**src/shared/efc_consts.vh**
```
// Constants of the embedded flash controller: register offsets, field
// positions, reset values, geometry and timing counts.
// Assumes a 100 MHz core clock and a 32-bit APB register port.
`ifndef EFC_CONSTS_VH
`define EFC_CONSTS_VH

// Register byte offsets
`define EFC_REG_CTRL 12'h000
`define EFC_REG_STAT 12'h004
`define EFC_REG_CMD 12'h008
`define EFC_REG_WST 12'h010
`define EFC_REG_LIDX 12'h018
`define EFC_REG_DATA0 12'h020
`define EFC_REG_SECLO 12'h030
`define EFC_REG_SECHI 12'h034

// Control register fields
`define EFC_CTRL_ASYNC 4
`define EFC_CTRL_LATCH 5
`define EFC_CTRL_INDEX 6
`define EFC_CTRL_BYPASS 13
`define EFC_CTRL_LINE2 16
`define EFC_CTRL_SPEC 17
`define EFC_CTRL_RST 32'h0000_0000

// Status register fields
`define EFC_ST_INIT 0
`define EFC_ST_BUSY 1
`define EFC_ST_BURN 2
`define EFC_ST_ERASE 3
`define EFC_ST_REFUSED 4
`define EFC_ST_JPROT 5

// Command register fields
`define EFC_CMD_BURN 0
`define EFC_CMD_ERASE 1
`define EFC_CMD_PAGE_LSB 16

// Wait-state register reset value
`define EFC_WST_RST 8'h04

// Index sector layout: protection bit and per-sector security bits
`define EFC_IDX_JPROT 0
`define EFC_IDX_SEC_LSB 32

// Array geometry
`define EFC_SECTORS 48
`define EFC_PAGES_PER_SECTOR 16
`define EFC_WORDS_PER_PAGE 32

// Initialization time and the cycle count derived from it
`define EFC_T_INIT_NS 10000
`define EFC_CLK_MHZ 100
`define EFC_INIT_CYC ((`EFC_T_INIT_NS * `EFC_CLK_MHZ) / 1000)

`endif

```
**src/rtl/efc_sync.v**
```verilog
// Two-stage synchroniser for a group of pin-level inputs.
// Assumes the inputs are quasi-static levels from another clock domain.
`timescale 1ns/1ps

module efc_sync #(
    parameter WIDTH = 1
) (
    input wire i_core_clk, // Core clock
    input wire i_rst_n, // Synchronous reset, active low
    input wire [WIDTH-1:0] i_async, // Unsynchronised levels
    output reg [WIDTH-1:0] o_sync // Synchronised levels
);

// First stage, read only by the second stage
reg [WIDTH-1:0] meta;

////////////////////////////////////////////////////////////////////////////////
// Two flip-flops in series
always @(posedge i_core_clk) begin
    if (!i_rst_n) begin
        meta <= {WIDTH{1'b0}};
        o_sync <= {WIDTH{1'b0}};
    end else begin
        meta <= i_async;
        o_sync <= meta;
    end
end

endmodule // efc_sync

```
**src/rtl/efc_flash_ctrl.v**
```verilog
// Embedded flash controller: initialization, buffered reads of the 128-bit
// flash word array, page programming and sector erase, APB registers.
// Assumes a flash macro on the core clock and a JTAG agent on pins.
//
// The implementer's own choices: the APB interface to the registers and the address map.
`timescale 1ns/1ps
`include "efc_consts.vh"

module efc_flash_ctrl #(
    parameter INIT_CYC = `EFC_INIT_CYC, // Initialization length in cycles
    parameter SECTORS = `EFC_SECTORS // Number of sectors
) (
    input wire i_core_clk, // Core clock, 100 MHz
    input wire i_rst_n, // Synchronous reset, active low
    input wire i_psel, // APB select
    input wire i_penable, // APB enable
    input wire i_pwrite, // APB direction
    input wire [11:0] i_paddr, // APB byte address
    input wire [31:0] i_pwdata, // APB write data
    output reg [31:0] o_prdata, // APB read data
    output reg o_pready, // APB ready
    output reg o_pslverr, // APB error on unmapped address
    input wire i_rd_req, // Read request pulse
    input wire [18:0] i_rd_addr, // Read byte address
    output reg [31:0] o_rd_data, // Read data
    output reg o_rd_ready, // Read answer pulse
    output reg o_fl_rd, // Flash read request level
    output reg [14:0] o_fl_addr, // Flash word address
    output reg o_fl_index, // Flash read targets index sector
    output reg o_fl_latch, // Flash read targets data latches
    output reg o_fl_abort, // Abort running flash read
    input wire i_fl_rvalid, // Flash read data valid pulse
    input wire [127:0] i_fl_rdata, // Flash read word
    output reg o_fl_load, // Load one word into page latches
    output reg [4:0] o_fl_load_idx, // Latch word index in page
    output reg [127:0] o_fl_wdata, // Latch word data
    output reg o_fl_burn, // Start page burn pulse
    output reg o_fl_erase, // Start sector erase pulse
    output reg [9:0] o_fl_page, // Page number for burn or erase
    input wire i_fl_op_done, // Burn or erase finished pulse
    input wire i_jtag_req, // JTAG program request pin
    input wire i_jtag_erase, // JTAG asks erase, else burn
    input wire [9:0] i_jtag_page, // JTAG page number
    output reg o_jtag_refused, // JTAG request refused
    output reg o_dbg_disable, // Debug facilities disabled
    output reg o_burn_evt, // Burn finished event pulse
    output reg o_erase_evt // Erase finished event pulse
);

// One-hot states
localparam [5:0] S_INIT = 6'h01;
localparam [5:0] S_IDXRD = 6'h02;
localparam [5:0] S_IDLE = 6'h04;
localparam [5:0] S_FLRD = 6'h08;
localparam [5:0] S_WST = 6'h10;
localparam [5:0] S_PROG = 6'h20;

reg [5:0] state; // Sequencer state
reg [15:0] init_cnt; // Initialization cycle counter
reg [31:0] ctrl; // Control register
reg [7:0] wait_state_count; // Wait-state count
reg jprot; // JTAG protection from index sector
reg [SECTORS-1:0] secure; // Per-sector security
reg init_done; // Initialization finished
reg st_burn, st_erase, st_refused; // Sticky status flags
reg [95:0] wbuf; // Low three latch data words
reg [4:0] lidx; // Next latch word index
reg prog_pend, prog_erase; // Queued program command
reg [9:0] prog_page; // Queued page
reg op_erase; // Running operation is erase
reg req_pend; // Read request waiting
reg [18:0] req_addr; // Captured read address
reg [127:0] p_data, s_data; // Primary and secondary lines
reg [14:0] p_tag, s_tag; // Line word addresses
reg p_valid, s_valid; // Line valid bits
reg spec_busy; // Speculative read in flight
reg spec_allow; // One speculative read allowed
reg [127:0] hold; // Word held during wait states
reg [7:0] wcnt; // Wait-state counter
reg jtag_seen; // Previous synchronised request

wire [11:0] jtag_sync; // Synchronised JTAG pins
wire jreq = jtag_sync[11];
wire apb_acc = i_psel & i_penable & o_pready;
wire apb_wr = apb_acc & i_pwrite;
wire [14:0] req_word = req_addr[18:4];
wire async_md = ctrl[`EFC_CTRL_ASYNC];
wire latch_md = ctrl[`EFC_CTRL_LATCH];
wire index_md = ctrl[`EFC_CTRL_INDEX];
wire bypass_md = ctrl[`EFC_CTRL_BYPASS] | latch_md | index_md;
wire dual_md = async_md & ~bypass_md & ctrl[`EFC_CTRL_LINE2];
wire p_hit = p_valid & (p_tag == req_word);
wire s_hit = s_valid & (s_tag == req_word);
wire sec_hit = prog_page[9:4] < SECTORS;
wire [5:0] prog_sector = prog_page[9:4];
wire cfg_acc = apb_acc & ((i_paddr == `EFC_REG_CTRL) | (i_paddr == `EFC_REG_WST));
wire map_ok = (i_paddr == `EFC_REG_CTRL) | (i_paddr == `EFC_REG_STAT) | (i_paddr == `EFC_REG_CMD) |
    (i_paddr == `EFC_REG_WST) | (i_paddr == `EFC_REG_LIDX) | (i_paddr[11:4] == 8'h02) |
    (i_paddr == `EFC_REG_SECLO) | (i_paddr == `EFC_REG_SECHI);

////////////////////////////////////////////////////////////////////////////////
// JTAG pins through two flip-flops
efc_sync #(
    .WIDTH(12)
) u_jtag_sync (
    .i_core_clk(i_core_clk),
    .i_rst_n(i_rst_n),
    .i_async({i_jtag_req, i_jtag_erase, i_jtag_page}),
    .o_sync(jtag_sync)
);

// word select from a flash word
function [31:0] pick;
    input [127:0] w;
    input [1:0] sel;
    begin
        pick = w[sel*32 +: 32];
    end
endfunction

////////////////////////////////////////////////////////////////////////////////
// APB slave: no wait cycle, ready and answer registered in the setup phase
always @(posedge i_core_clk) begin
    if (!i_rst_n) begin
        o_pready <= 1'b0;
        o_pslverr <= 1'b0;
        o_prdata <= 32'h0000_0000;
    end else begin
        o_pready <= i_psel & ~i_penable;
        o_pslverr <= i_psel & ~i_penable & ~map_ok;
        o_prdata <= 32'h0000_0000;
        if (i_psel & ~i_penable & ~i_pwrite) begin
            case (i_paddr)
                `EFC_REG_CTRL: o_prdata <= ctrl;
                `EFC_REG_STAT: o_prdata <= {26'h000_0000, jprot, st_refused, st_erase, st_burn,
                    (state == S_PROG) | prog_pend, init_done};
                `EFC_REG_WST: o_prdata <= {24'h00_0000, wait_state_count};
                `EFC_REG_LIDX: o_prdata <= {27'h000_0000, lidx};
                `EFC_REG_SECLO: o_prdata <= secure[31:0];
                `EFC_REG_SECHI: o_prdata <= {16'h0000, secure[SECTORS-1:32]};
                default: o_prdata <= 32'h0000_0000;
            endcase
        end
    end
end

////////////////////////////////////////////////////////////////////////////////
// Configuration, latch loading and status flags
always @(posedge i_core_clk) begin
    if (!i_rst_n) begin
        ctrl <= `EFC_CTRL_RST;
        wait_state_count <= `EFC_WST_RST;
        wbuf <= 96'h0;
        lidx <= 5'h00;
        o_fl_load <= 1'b0;
        o_fl_load_idx <= 5'h00;
        o_fl_wdata <= 128'h0;
        st_burn <= 1'b0;
        st_erase <= 1'b0;
        o_burn_evt <= 1'b0;
        o_erase_evt <= 1'b0;
    end else begin
        o_fl_load <= 1'b0;
        o_burn_evt <= 1'b0;
        o_erase_evt <= 1'b0;
        if (apb_wr) begin
            case (i_paddr)
                `EFC_REG_CTRL: ctrl <= i_pwdata & 32'h0003_2070;
                `EFC_REG_WST: wait_state_count <= i_pwdata[7:0];
                `EFC_REG_LIDX: lidx <= i_pwdata[4:0];
                `EFC_REG_CMD: lidx <= 5'h00;
                12'h020: wbuf[31:0] <= i_pwdata;
                12'h024: wbuf[63:32] <= i_pwdata;
                12'h028: wbuf[95:64] <= i_pwdata;
                12'h02C: begin
                    // only whole words reach the latches
                    o_fl_load <= 1'b1;
                    o_fl_load_idx <= lidx;
                    o_fl_wdata <= {i_pwdata, wbuf};
                    // index wraps at 32 words per page
                    lidx <= lidx + 5'h01;
                end
                default: ;
            endcase
        end
        // Write-one-to-clear, a new event wins
        if (apb_wr & (i_paddr == `EFC_REG_STAT)) begin
            if (i_pwdata[`EFC_ST_BURN]) st_burn <= 1'b0;
            if (i_pwdata[`EFC_ST_ERASE]) st_erase <= 1'b0;
        end
        if (i_fl_op_done & (state == S_PROG)) begin
            if (op_erase) begin
                st_erase <= 1'b1;
                o_erase_evt <= 1'b1;
            end else begin
                st_burn <= 1'b1;
                o_burn_evt <= 1'b1;
            end
        end
    end
end

////////////////////////////////////////////////////////////////////////////////
// Program command intake from APB and JTAG
always @(posedge i_core_clk) begin
    if (!i_rst_n) begin
        prog_pend <= 1'b0;
        prog_erase <= 1'b0;
        prog_page <= 10'h000;
        jtag_seen <= 1'b0;
        o_jtag_refused <= 1'b0;
        o_dbg_disable <= 1'b0;
        st_refused <= 1'b0;
    end else begin
        jtag_seen <= jreq;
        o_dbg_disable <= jprot;
        o_jtag_refused <= jreq & jprot;
        if (state == S_PROG)
            prog_pend <= 1'b0;
        // commands ignored while one is pending or running
        if (!prog_pend && state != S_PROG && init_done) begin
            if (apb_wr && i_paddr == `EFC_REG_CMD && (i_pwdata[`EFC_CMD_BURN] | i_pwdata[`EFC_CMD_ERASE])) begin
                prog_pend <= 1'b1;
                prog_erase <= i_pwdata[`EFC_CMD_ERASE];
                prog_page <= i_pwdata[`EFC_CMD_PAGE_LSB +: 10];
            end else if (jreq && !jtag_seen && !jprot) begin
                prog_pend <= 1'b1;
                prog_erase <= jtag_sync[10];
                prog_page <= jtag_sync[9:0];
            end
        end
        if (state == S_IDLE && prog_pend && !req_pend && !spec_busy && (!sec_hit || secure[prog_sector])) begin
            prog_pend <= 1'b0;
            st_refused <= 1'b1;
        end else if (apb_wr && i_paddr == `EFC_REG_STAT && i_pwdata[`EFC_ST_REFUSED]) begin
            st_refused <= 1'b0;
        end
    end
end

////////////////////////////////////////////////////////////////////////////////
// Read and program sequencer
always @(posedge i_core_clk) begin
    if (!i_rst_n) begin
        state <= S_INIT;
        init_cnt <= 16'h0000;
        init_done <= 1'b0;
        jprot <= 1'b0;
        secure <= {SECTORS{1'b0}};
        req_pend <= 1'b0;
        req_addr <= 19'h0_0000;
        p_data <= 128'h0;
        s_data <= 128'h0;
        p_tag <= 15'h0000;
        s_tag <= 15'h0000;
        p_valid <= 1'b0;
        s_valid <= 1'b0;
        spec_busy <= 1'b0;
        spec_allow <= 1'b0;
        hold <= 128'h0;
        wcnt <= 8'h00;
        op_erase <= 1'b0;
        o_rd_data <= 32'h0000_0000;
        o_rd_ready <= 1'b0;
        o_fl_rd <= 1'b0;
        o_fl_addr <= 15'h0000;
        o_fl_index <= 1'b0;
        o_fl_latch <= 1'b0;
        o_fl_abort <= 1'b0;
        o_fl_burn <= 1'b0;
        o_fl_erase <= 1'b0;
        o_fl_page <= 10'h000;
    end else begin
        o_rd_ready <= 1'b0;
        o_fl_abort <= 1'b0;
        o_fl_burn <= 1'b0;
        o_fl_erase <= 1'b0;
        // Capture a read request when none is waiting; it waits until served
        if (i_rd_req && !req_pend) begin
            req_pend <= 1'b1;
            req_addr <= i_rd_addr;
        end
        case (state)
            S_INIT: begin
                // requests wait out the initialization time
                init_cnt <= init_cnt + 16'h0001;
                if (init_cnt == INIT_CYC[15:0]) begin
                    state <= S_IDXRD;
                    o_fl_rd <= 1'b1;
                    o_fl_index <= 1'b1;
                    o_fl_addr <= 15'h0000;
                end
            end
            S_IDXRD: begin
                // settings taken from the index sector
                if (i_fl_rvalid) begin
                    o_fl_rd <= 1'b0;
                    o_fl_index <= 1'b0;
                    jprot <= i_fl_rdata[`EFC_IDX_JPROT];
                    secure <= i_fl_rdata[`EFC_IDX_SEC_LSB +: SECTORS];
                    init_done <= 1'b1;
                    state <= S_IDLE;
                end
            end
            S_IDLE: begin
                if (spec_busy && i_fl_rvalid) begin
                    // Speculative word lands in the primary line
                    o_fl_rd <= 1'b0;
                    spec_busy <= 1'b0;
                    p_data <= i_fl_rdata;
                    p_tag <= o_fl_addr;
                    p_valid <= 1'b1;
                end else if (req_pend) begin
                    if (!bypass_md && p_hit) begin
                        o_rd_data <= pick(p_data, req_addr[3:2]);
                        o_rd_ready <= 1'b1;
                        req_pend <= 1'b0;
                        if (dual_md && !spec_busy && (ctrl[`EFC_CTRL_SPEC] || spec_allow)) begin
                            s_data <= p_data;
                            s_tag <= p_tag;
                            s_valid <= 1'b1;
                            spec_busy <= 1'b1;
                            spec_allow <= 1'b0;
                            o_fl_rd <= 1'b1;
                            o_fl_addr <= p_tag + 15'h0001;
                        end
                    end else if (!bypass_md && s_hit) begin
                        o_rd_data <= pick(s_data, req_addr[3:2]);
                        o_rd_ready <= 1'b1;
                        req_pend <= 1'b0;
                    end else if (spec_busy && !bypass_md && o_fl_addr == req_word) begin
                        // Wanted word already on its way
                        spec_busy <= 1'b1;
                    end else if (spec_busy) begin
                        o_fl_abort <= 1'b1;
                        o_fl_rd <= 1'b0;
                        spec_busy <= 1'b0;
                    end else begin
                        // miss: new flash read, wait states only in latch or index mode
                        o_fl_rd <= 1'b1;
                        o_fl_addr <= req_word;
                        o_fl_index <= index_md;
                        o_fl_latch <= latch_md;
                        // one speculative read after a miss
                        spec_allow <= dual_md;
                        state <= S_FLRD;
                    end
                end else if (prog_pend && !spec_busy && sec_hit && !secure[prog_sector]) begin
                    o_fl_page <= prog_page;
                    o_fl_burn <= ~prog_erase;
                    o_fl_erase <= prog_erase;
                    op_erase <= prog_erase;
                    state <= S_PROG;
                end
            end
            S_FLRD: begin
                if (i_fl_rvalid) begin
                    // flash returns to standby after the data
                    o_fl_rd <= 1'b0;
                    o_fl_index <= 1'b0;
                    o_fl_latch <= 1'b0;
                    if (latch_md || index_md) begin
                        hold <= i_fl_rdata;
                        wcnt <= wait_state_count;
                        state <= S_WST;
                    end else begin
                        o_rd_data <= pick(i_fl_rdata, req_addr[3:2]);
                        o_rd_ready <= 1'b1;
                        req_pend <= 1'b0;
                        state <= S_IDLE;
                        if (!bypass_md) begin
                            p_data <= i_fl_rdata;
                            p_tag <= req_word;
                            p_valid <= 1'b1;
                        end
                    end
                end
            end
            S_WST: begin
                wcnt <= wcnt - 8'h01;
                if (wcnt == 8'h00) begin
                    o_rd_data <= pick(hold, req_addr[3:2]);
                    o_rd_ready <= 1'b1;
                    req_pend <= 1'b0;
                    state <= S_IDLE;
                end
            end
            S_PROG: begin
                if (i_fl_op_done)
                    state <= S_IDLE;
            end
            default: state <= S_IDLE;
        endcase
        if (state == S_IDXRD || cfg_acc || (state == S_FLRD && (latch_md || index_md))) begin
            p_valid <= 1'b0;
            s_valid <= 1'b0;
        end
    end
end

endmodule // efc_flash_ctrl

```
**config.mk**
```make
export PLATFORM = sky130hd
export DESIGN_NAME = efc_flash_ctrl
export DESIGN_NICKNAME = d
export VERILOG_FILES = /design/src/rtl/efc_sync.v /design/src/rtl/efc_flash_ctrl.v
export VERILOG_INCLUDE_DIRS = /design/src /design/src/shared
export SDC_FILE = /design/constraint.sdc
export NUM_CORES = 2
export LEC_CHECK = 0
export BUFFER_PORTS_ARGS = -buffer_cell sky130_fd_sc_hd__buf_2
export CAP_MARGIN = 20
export CELL_PAD_IN_SITES_DETAIL_PLACEMENT = 1
export CELL_PAD_IN_SITES_GLOBAL_PLACEMENT = 1
export CORE_UTILIZATION = 36
export DETAILED_ROUTE_END_ITERATION = 10
export PLACE_DENSITY_LB_ADDON = 0.1
export SKIP_LAST_GASP = 1
export SYNTH_ARGS = -nofsm -noshare
export SYNTH_HDL_FRONTEND = slang
export SYNTH_SLANG_ARGS = --single-unit
```
**constraint.sdc**
```tcl
create_clock -name i_core_clk -period 4.5 [get_ports i_core_clk]
set_input_delay 0.225 -clock i_core_clk [delete_from_list [all_inputs] [get_ports i_core_clk]]
set_output_delay 0.225 -clock i_core_clk [all_outputs]
set_load 0.05 [all_outputs]
```
== Word-level counts from Yosys, hierarchy flattened ==
Index checks and enable logic that the tools add are counted.
Operators by class
  $add $sub $neg: 4
  $lt $le $gt $ge: 2
  equality and inequality tests: 58
  shift operators: 4
  mux-type cells: 126
  bitwise logic cells: 36
  reductions and logical operators: 78
Operators by type and width (number)
  $mux 128: 4
  $shiftx 128x8->32: 4
  $pmux 128 s2: 1
  $mux 32: 7
  $pmux 32 s6: 1
  $mux 15: 12
  $pmux 32 s3: 1
  $eq 12x6->1 const B: 6
  $mux 6: 12
  $mux 1: 71
  $pmux 15 s2: 2
  $eq 15x15->1: 3
  $pmux 6 s6: 1
  $ne 2x2->1 const B: 16
  $eq 12x5->1 const B: 2
  $logic_and 1x1->1: 24
  $reduce_and 2->1: 12
  $ne 3x3->1 const B: 7
  $reduce_and 7->1: 3
  $mux 10: 2
  $add 16x1->16 const B: 1
  $eq 16x10->1 const B: 1
  $mux 8: 2
  $pmux 8 s2: 1
  43 further kinds: 112
Storage, ports and cells
  register bits: 910
  bits of input ports: 211
  output and inout bits: 236

== Logic depth before layout (Yosys ltp) ==
  depth in word-level cells: 12
  depth in mapped cells: 12

== Hierarchy ==
From an unflattened synthesis, not the netlist that was laid out.
Second synthesis, totals
  cell total of the unflattened synthesis: 5103
  area total of the unflattened synthesis: 39507.9 µm²
By module, submodules not included
  efc_flash_ctrl: times used 1, cells each 5053, area an instance 38832.2 µm², sequential area each 17697.0 µm²
  efc_sync: times used 1, cells each 50, area an instance 675.6 µm², sequential area each 480.5 µm²

== Worst setup path after synthesis ==
OpenSTA, ideal clock, no wires.
  path kind: register to register
  from: register ctrl[5]
  to: register s_data[119]
  data arrival time: 2886 ps
  setup slack: 1481 ps
  stages on the path, launching flop included: 13
  buffers on the path: 6
  period minus slack after synthesis: 3019 ps
  path through: dfxtp_1 -> or3_1 -> buf_2 -> or4_1 -> buf_2 -> or2_1 -> buf_6 -> or3_1 -> clkbuf_1 -> clkbuf_1 -> clkbuf_1 -> nand2_1 -> a21oi_1
On the way
  word-level cells in the longest chain between the ends: 8
  elaborated cells on any way between the ends: 10
  classes of those cells: bitwise: 5; reduce/logical: 5
Ends and longest elaborated chain
  start, declared: RTL line efc_flash_ctrl.v:60  | reg [31:0] ctrl;
  start signal, assigned: RTL line efc_flash_ctrl.v:151  | ctrl <= `EFC_CTRL_RST;
  start signal, assigned: RTL line efc_flash_ctrl.v:168  | `EFC_REG_CTRL: ctrl <= i_pwdata & 32'h0003_2070;
  $or 1x1->1 * (2 in series): RTL line efc_flash_ctrl.v:90  | wire bypass_md = ctrl[`EFC_CTRL_BYPASS] | latch_md | index_md;
  $not 1->1: RTL line efc_flash_ctrl.v:91  | wire dual_md = async_md & ~bypass_md & ctrl[`EFC_CTRL_LINE2];
  $and 1x1->1 (2 in series): RTL line efc_flash_ctrl.v:91
  $logic_and 1x1->1 (2 in series): RTL line efc_flash_ctrl.v:318  | if (dual_md && !spec_busy && (ctrl[`EFC_CTRL_SPEC] || spec_allow)) begin
  $reduce_and 5->1 (no source line) *
  end signal, assigned: RTL line efc_flash_ctrl.v:319  | s_data <= p_data;
  end, declared: RTL line efc_flash_ctrl.v:73  | reg [127:0] p_data, s_data;
Mark *: on every way between the ends. The rest lies on a longest branch, timed or not.
A chain may end at the register's enable or synchronous reset.

== Final worst setup path ==
  from: register ctrl[6]
  to: register o_rd_data[27]
On the way
  word-level cells in the longest chain between the ends: 7
  elaborated cells on any way between the ends: 12
  classes of those cells: eq/ne: 2; mux: 4; bitwise: 1; reduce/logical: 5
Ends and longest elaborated chain
  $or 1x1->1: RTL line efc_flash_ctrl.v:90
  $logic_not 1->1
  $logic_and 1x1->1: RTL line efc_flash_ctrl.v:314  | if (!bypass_md && p_hit) begin
  $mux 32: RTL line efc_flash_ctrl.v:314
  $mux 32: RTL line efc_flash_ctrl.v:313  | end else if (req_pend) begin
  $mux 32: RTL line efc_flash_ctrl.v:306  | if (spec_busy && i_fl_rvalid) begin
  $pmux 32 s3: RTL line efc_flash_ctrl.v:283  | case (state)
  end signal, assigned: RTL line efc_flash_ctrl.v:315  | o_rd_data <= pick(p_data, req_addr[3:2]);
  end signal, assigned: RTL line efc_flash_ctrl.v:328  | o_rd_data <= pick(s_data, req_addr[3:2]);
  end signal, assigned: RTL line efc_flash_ctrl.v:367  | o_rd_data <= pick(i_fl_rdata, req_addr[3:2]);
  end, declared: RTL line efc_flash_ctrl.v:25  | output reg [31:0] o_rd_data,
Parallel ways exist; a longest one is shown, timed or not. The select of a mux whose other input is x is not followed.

==> load_flow_metrics.sql <==
INSERT INTO impl_metrics (metric_group, metric, value, unit) VALUES
('synthesis', 'postSynthRegisterBits', '908', ''),
('clock_network', 'clk_latency', '700', 'ps'),
('placed_design', 'dp_hpwl', '99480', 'um'),
('floorplan', 'die_x', '329.3', 'um'),
('clock_network', 'cts.clk_slew.worst_paths', '60', 'ps'),
('synthesis', 'postSynthAreaPerCell', '7.852', 'um^2'),
('power', 'power-per-cell-area', '388.0', 'nW/um^2'),
('route', 'drt_first_pass_iters', '11', ''),
('power', 'cellLeakagePower', '17.05', 'nW'),
('synthesis', 'synth_top_area_share', '47.15', '%'),
('layout', 'combined_area_of_the_multi_input_logic_cells', '18550', 'um^2'),
('grt', 'first_global_vias', '36492', ''),
('grt', 'grt_max_degree', '204', ''),
('setup_path', 'path_class', 'reg2reg', ''),
('sta', 'timing.final.max_slew_violations', '0', ''),
('clock_network', 'cts.htree.levels', '3', ''),
('sta', 'setup_viol_count_final', '0', ''),
('setup_path', 'crit_path_max_incr_delay', '730', 'ps'),
('synthesis', 'ys_seq_area_share', '47.15', '%'),
('setup_path', 'worstPathRequired', '5050', 'ps'),
('grt', 'antenna_found_initial', '22', ''),
('clock_network', 'numCtsBuffers', '104', ''),
('sta', 'final.min_clock_period', '3760', 'ps'),
('floorplan', 'die_area', '108400', 'um^2'),
('setup_path', 'timing.critical_path.from_type', 'flop', ''),
('placed_design', 'placement.io_buffers', '444', ''),
('clock_network', 'cts_buffer_depth', '3', ''),
('sta', 'final_hold_fails', '0', ''),
('placed_design', 'detailed_place.area', '41850', 'um^2'),
('min_path', 'worst_hold_path_type', 'in2reg', ''),
('synthesis', 'ys.warnings.count', '0', ''),
('synthesis', 'netlist.top_cell.by_area', 'sky130_fd_sc_hd__dfxtp_1', ''),
('synthesis', 'ys_types', '69', ''),
('sta', 'finClkSkew', '26.28', 'ps'),
('layout', 'design.final.nets', '5526', ''),
('sta', 'timing.fmax', '265.9', 'MHz'),
('synthesis', 'synth_most_common_cell', 'sky130_fd_sc_hd__nand2_1', ''),
('synthesis', 'synth_top_flop_cell', 'sky130_fd_sc_hd__dfxtp_1', ''),
('clock_network', 'tritoncts_num_sinks', '908', ''),
('sta', 'period_share', '83.56', '%'),
('synthesis', 'synthTopCellsByArea', 'sky130_fd_sc_hd__dfxtp_1 47%, sky130_fd_sc_hd__nand2_1 15%, sky130_fd_sc_hd__a21oi_1 11%', ''),
('route', 'num_vias', '37171', ''),
('route', 'via_count_normalized_by_instance_count', '5.471', ''),
('route', 'remaining_drc_errors', '28', ''),
('layout', 'fillCellCount', '12774', ''),
('sta', 'slew_margin_rel', '27.63', '%'),
('job', 'timing.max_cap.violations', '0', ''),
('clock_network', 'tritoncts', 'yes', ''),
('grt', 'overflow', '0', ''),
('grt', 'groute.usage.overall', '27.91', '%'),
('grt', 'grt_first_pass_wirelength', '232900', 'um'),
('route', 'route.final.wire_length', '156600', 'um'),
('setup_path', 'crit_path_max_fanout', '19', ''),
('setup_path', 'cp_slowest_cell', 'sky130_fd_sc_hd__or4_2', ''),
('layout', 'layout-area-overhead-vs-synth', '22.93', '%'),
('outcome', 'status', 'complete, but fails checks', ''),
('floorplan', 'core_region_area', '105700', 'um^2'),
('sta', 'worst-slew-pin-transition', '1086', 'ps'),
('route', 'detail_route.iter0.violations', '2863', ''),
('power', 'worst_ir_drop_vdd', '0.0002759', 'V'),
('synthesis', 'synth.cell_area', '38560', 'um^2'),
('synthesis', 'synth_commonest_cells', '1549 x sky130_fd_sc_hd__nand2_1, 908 x sky130_fd_sc_hd__dfxtp_1, 861 x sky130_fd_sc_hd__a21oi_1', ''),
('setup_path', 'arrival', '4310', 'ps'),
('synthesis', 'synth_enable_flop_cells', '0', ''),
('layout', 'finalCoreUtilization', '44.83', '%'),
('synthesis', 'synthArstFlopShare', '0', '%'),
('outcome', 'violations', 'design-rule violations', ''),
('layout', 'sequential_cell_area', '18180', 'um^2'),
('layout', 'share_of_post_route_cells_with_drive_strength_above_1', '14.82', '%'),
('route', 'ant_nets', '0', ''),
('layout', 'stdcell_area', '47400', 'um^2');
## metal layers
layer	track usage [%]	part of all wire, %	up-vias
li1	-	-	17520
met1	38.89	46	18422
met2	44.42	46	986
met3	4.312	5.6	233
met4	8.052	2.7	10
met5	0	0.044	-
## per-stage QoR
stage	hold slack (ps)	power, mW	instances	worst slack (ps)
6_report	63.55	18.39	6794	739.6
4_1_cts	17.20	18.56	6782	745.2
3_5_place_dp	420.3	9.617	6397	768.8
2_1_floorplan	297.1	9.055	4910	1481
5_1_grt	51.27	19.00	6792	680.9
3_3_place_gp	414.5	9.610	6397	781.3
## cell families after synthesis
logic type / synth area share, %
AO/OA/AOI/OAI: 18.91
XOR/XNOR: 1.636
adder cells (fa/ha/maj): 0.1947
buffers and inverters: 5.059
flip-flops: 47.15
multiplexers: 4.842
AND/OR/NAND/NOR: 22.21
## cell usage in the layout, fill, tap and decap left out, types with 30 or more instances in the layout
cell type / netlist / layout
sky130_fd_sc_hd__a21oi_1: 861 / 860
sky130_fd_sc_hd__a221o_1: 117 / 117
sky130_fd_sc_hd__a32oi_1: 32 / 32
sky130_fd_sc_hd__and2_1: 92 / 91
sky130_fd_sc_hd__buf_2: 19 / 443
sky130_fd_sc_hd__buf_4: 1 / 53
sky130_fd_sc_hd__clkbuf_16: 0 / 105
sky130_fd_sc_hd__clkbuf_8: 0 / 36
sky130_fd_sc_hd__dfxtp_1: 908 / 907
sky130_fd_sc_hd__dlygate4sd3_1: 0 / 197
sky130_fd_sc_hd__inv_1: 80 / 80
sky130_fd_sc_hd__mux2_2: 58 / 58
sky130_fd_sc_hd__mux2i_1: 92 / 92
sky130_fd_sc_hd__nand2_1: 1549 / 1548
sky130_fd_sc_hd__nand3_1: 73 / 72
sky130_fd_sc_hd__nor2_1: 112 / 104
sky130_fd_sc_hd__nor4_1: 79 / 79
sky130_fd_sc_hd__o21ai_0: 30 / 30
sky130_fd_sc_hd__o31ai_1: 35 / 35
sky130_fd_sc_hd__xor2_1: 48 / 48
## critical path, delay by kind of cell (launching register included)
kind	cells	cell delay (ps)
flip-flops	1	460
AO/OA/AOI/OAI	4	1160
AND/OR/NAND/NOR	3	1690
buffers and inverters	1	290
## worst paths after layout
kind / slack (ps) / cells after the start / to / startpoint
max: 740 / 8 / o_rd_data[27] / ctrl[6]
min: 60 / 4 / o_fl_latch / i_fl_rvalid
max reg2reg: 740 / 8 / o_rd_data[27] / ctrl[6]
min reg2reg: 430 / 1 / u_jtag_sync.o_sync[7] / u_jtag_sync.meta[7]
## registers in the layout, summed over array words and instances (netlist names), 16 cells and up
signal      count
p_data        128
o_fl_wdata    128
s_data        128
wbuf           96
hold          128
init_cnt       16
o_prdata       32
req_addr       17
o_rd_data      32
secure         48
## layout make-up
cell class                 count  area share [%]
multi-input combinational   3498           39.15
sequential                   908           38.36
timing repair buffer         715           10.61
clock buffer                 164           6.771
tap                         1391           3.672
clock inverter                24          0.7154
inverter                      82          0.6679
antenna                       12         0.06336
## where the power goes
| part | switching [mW] | internal [mW] | total (mW) |
|---|---|---|---|
| clock network | 3.56 | 5.22 | 8.78 |
| registers | 0.0773 | 8.11 | 8.19 |
| logic | 0.926 | 0.493 | 1.42 |
## repair_timing
item | 4_1_cts | 5_1_grt
hold buffers | 197 | 0
setup buffers | 0 | 0
hold endpoints to repair | 491 | 0
setup endpoints to repair | 0 | 0
Note: power is estimated with default switching activity, not from simulation.
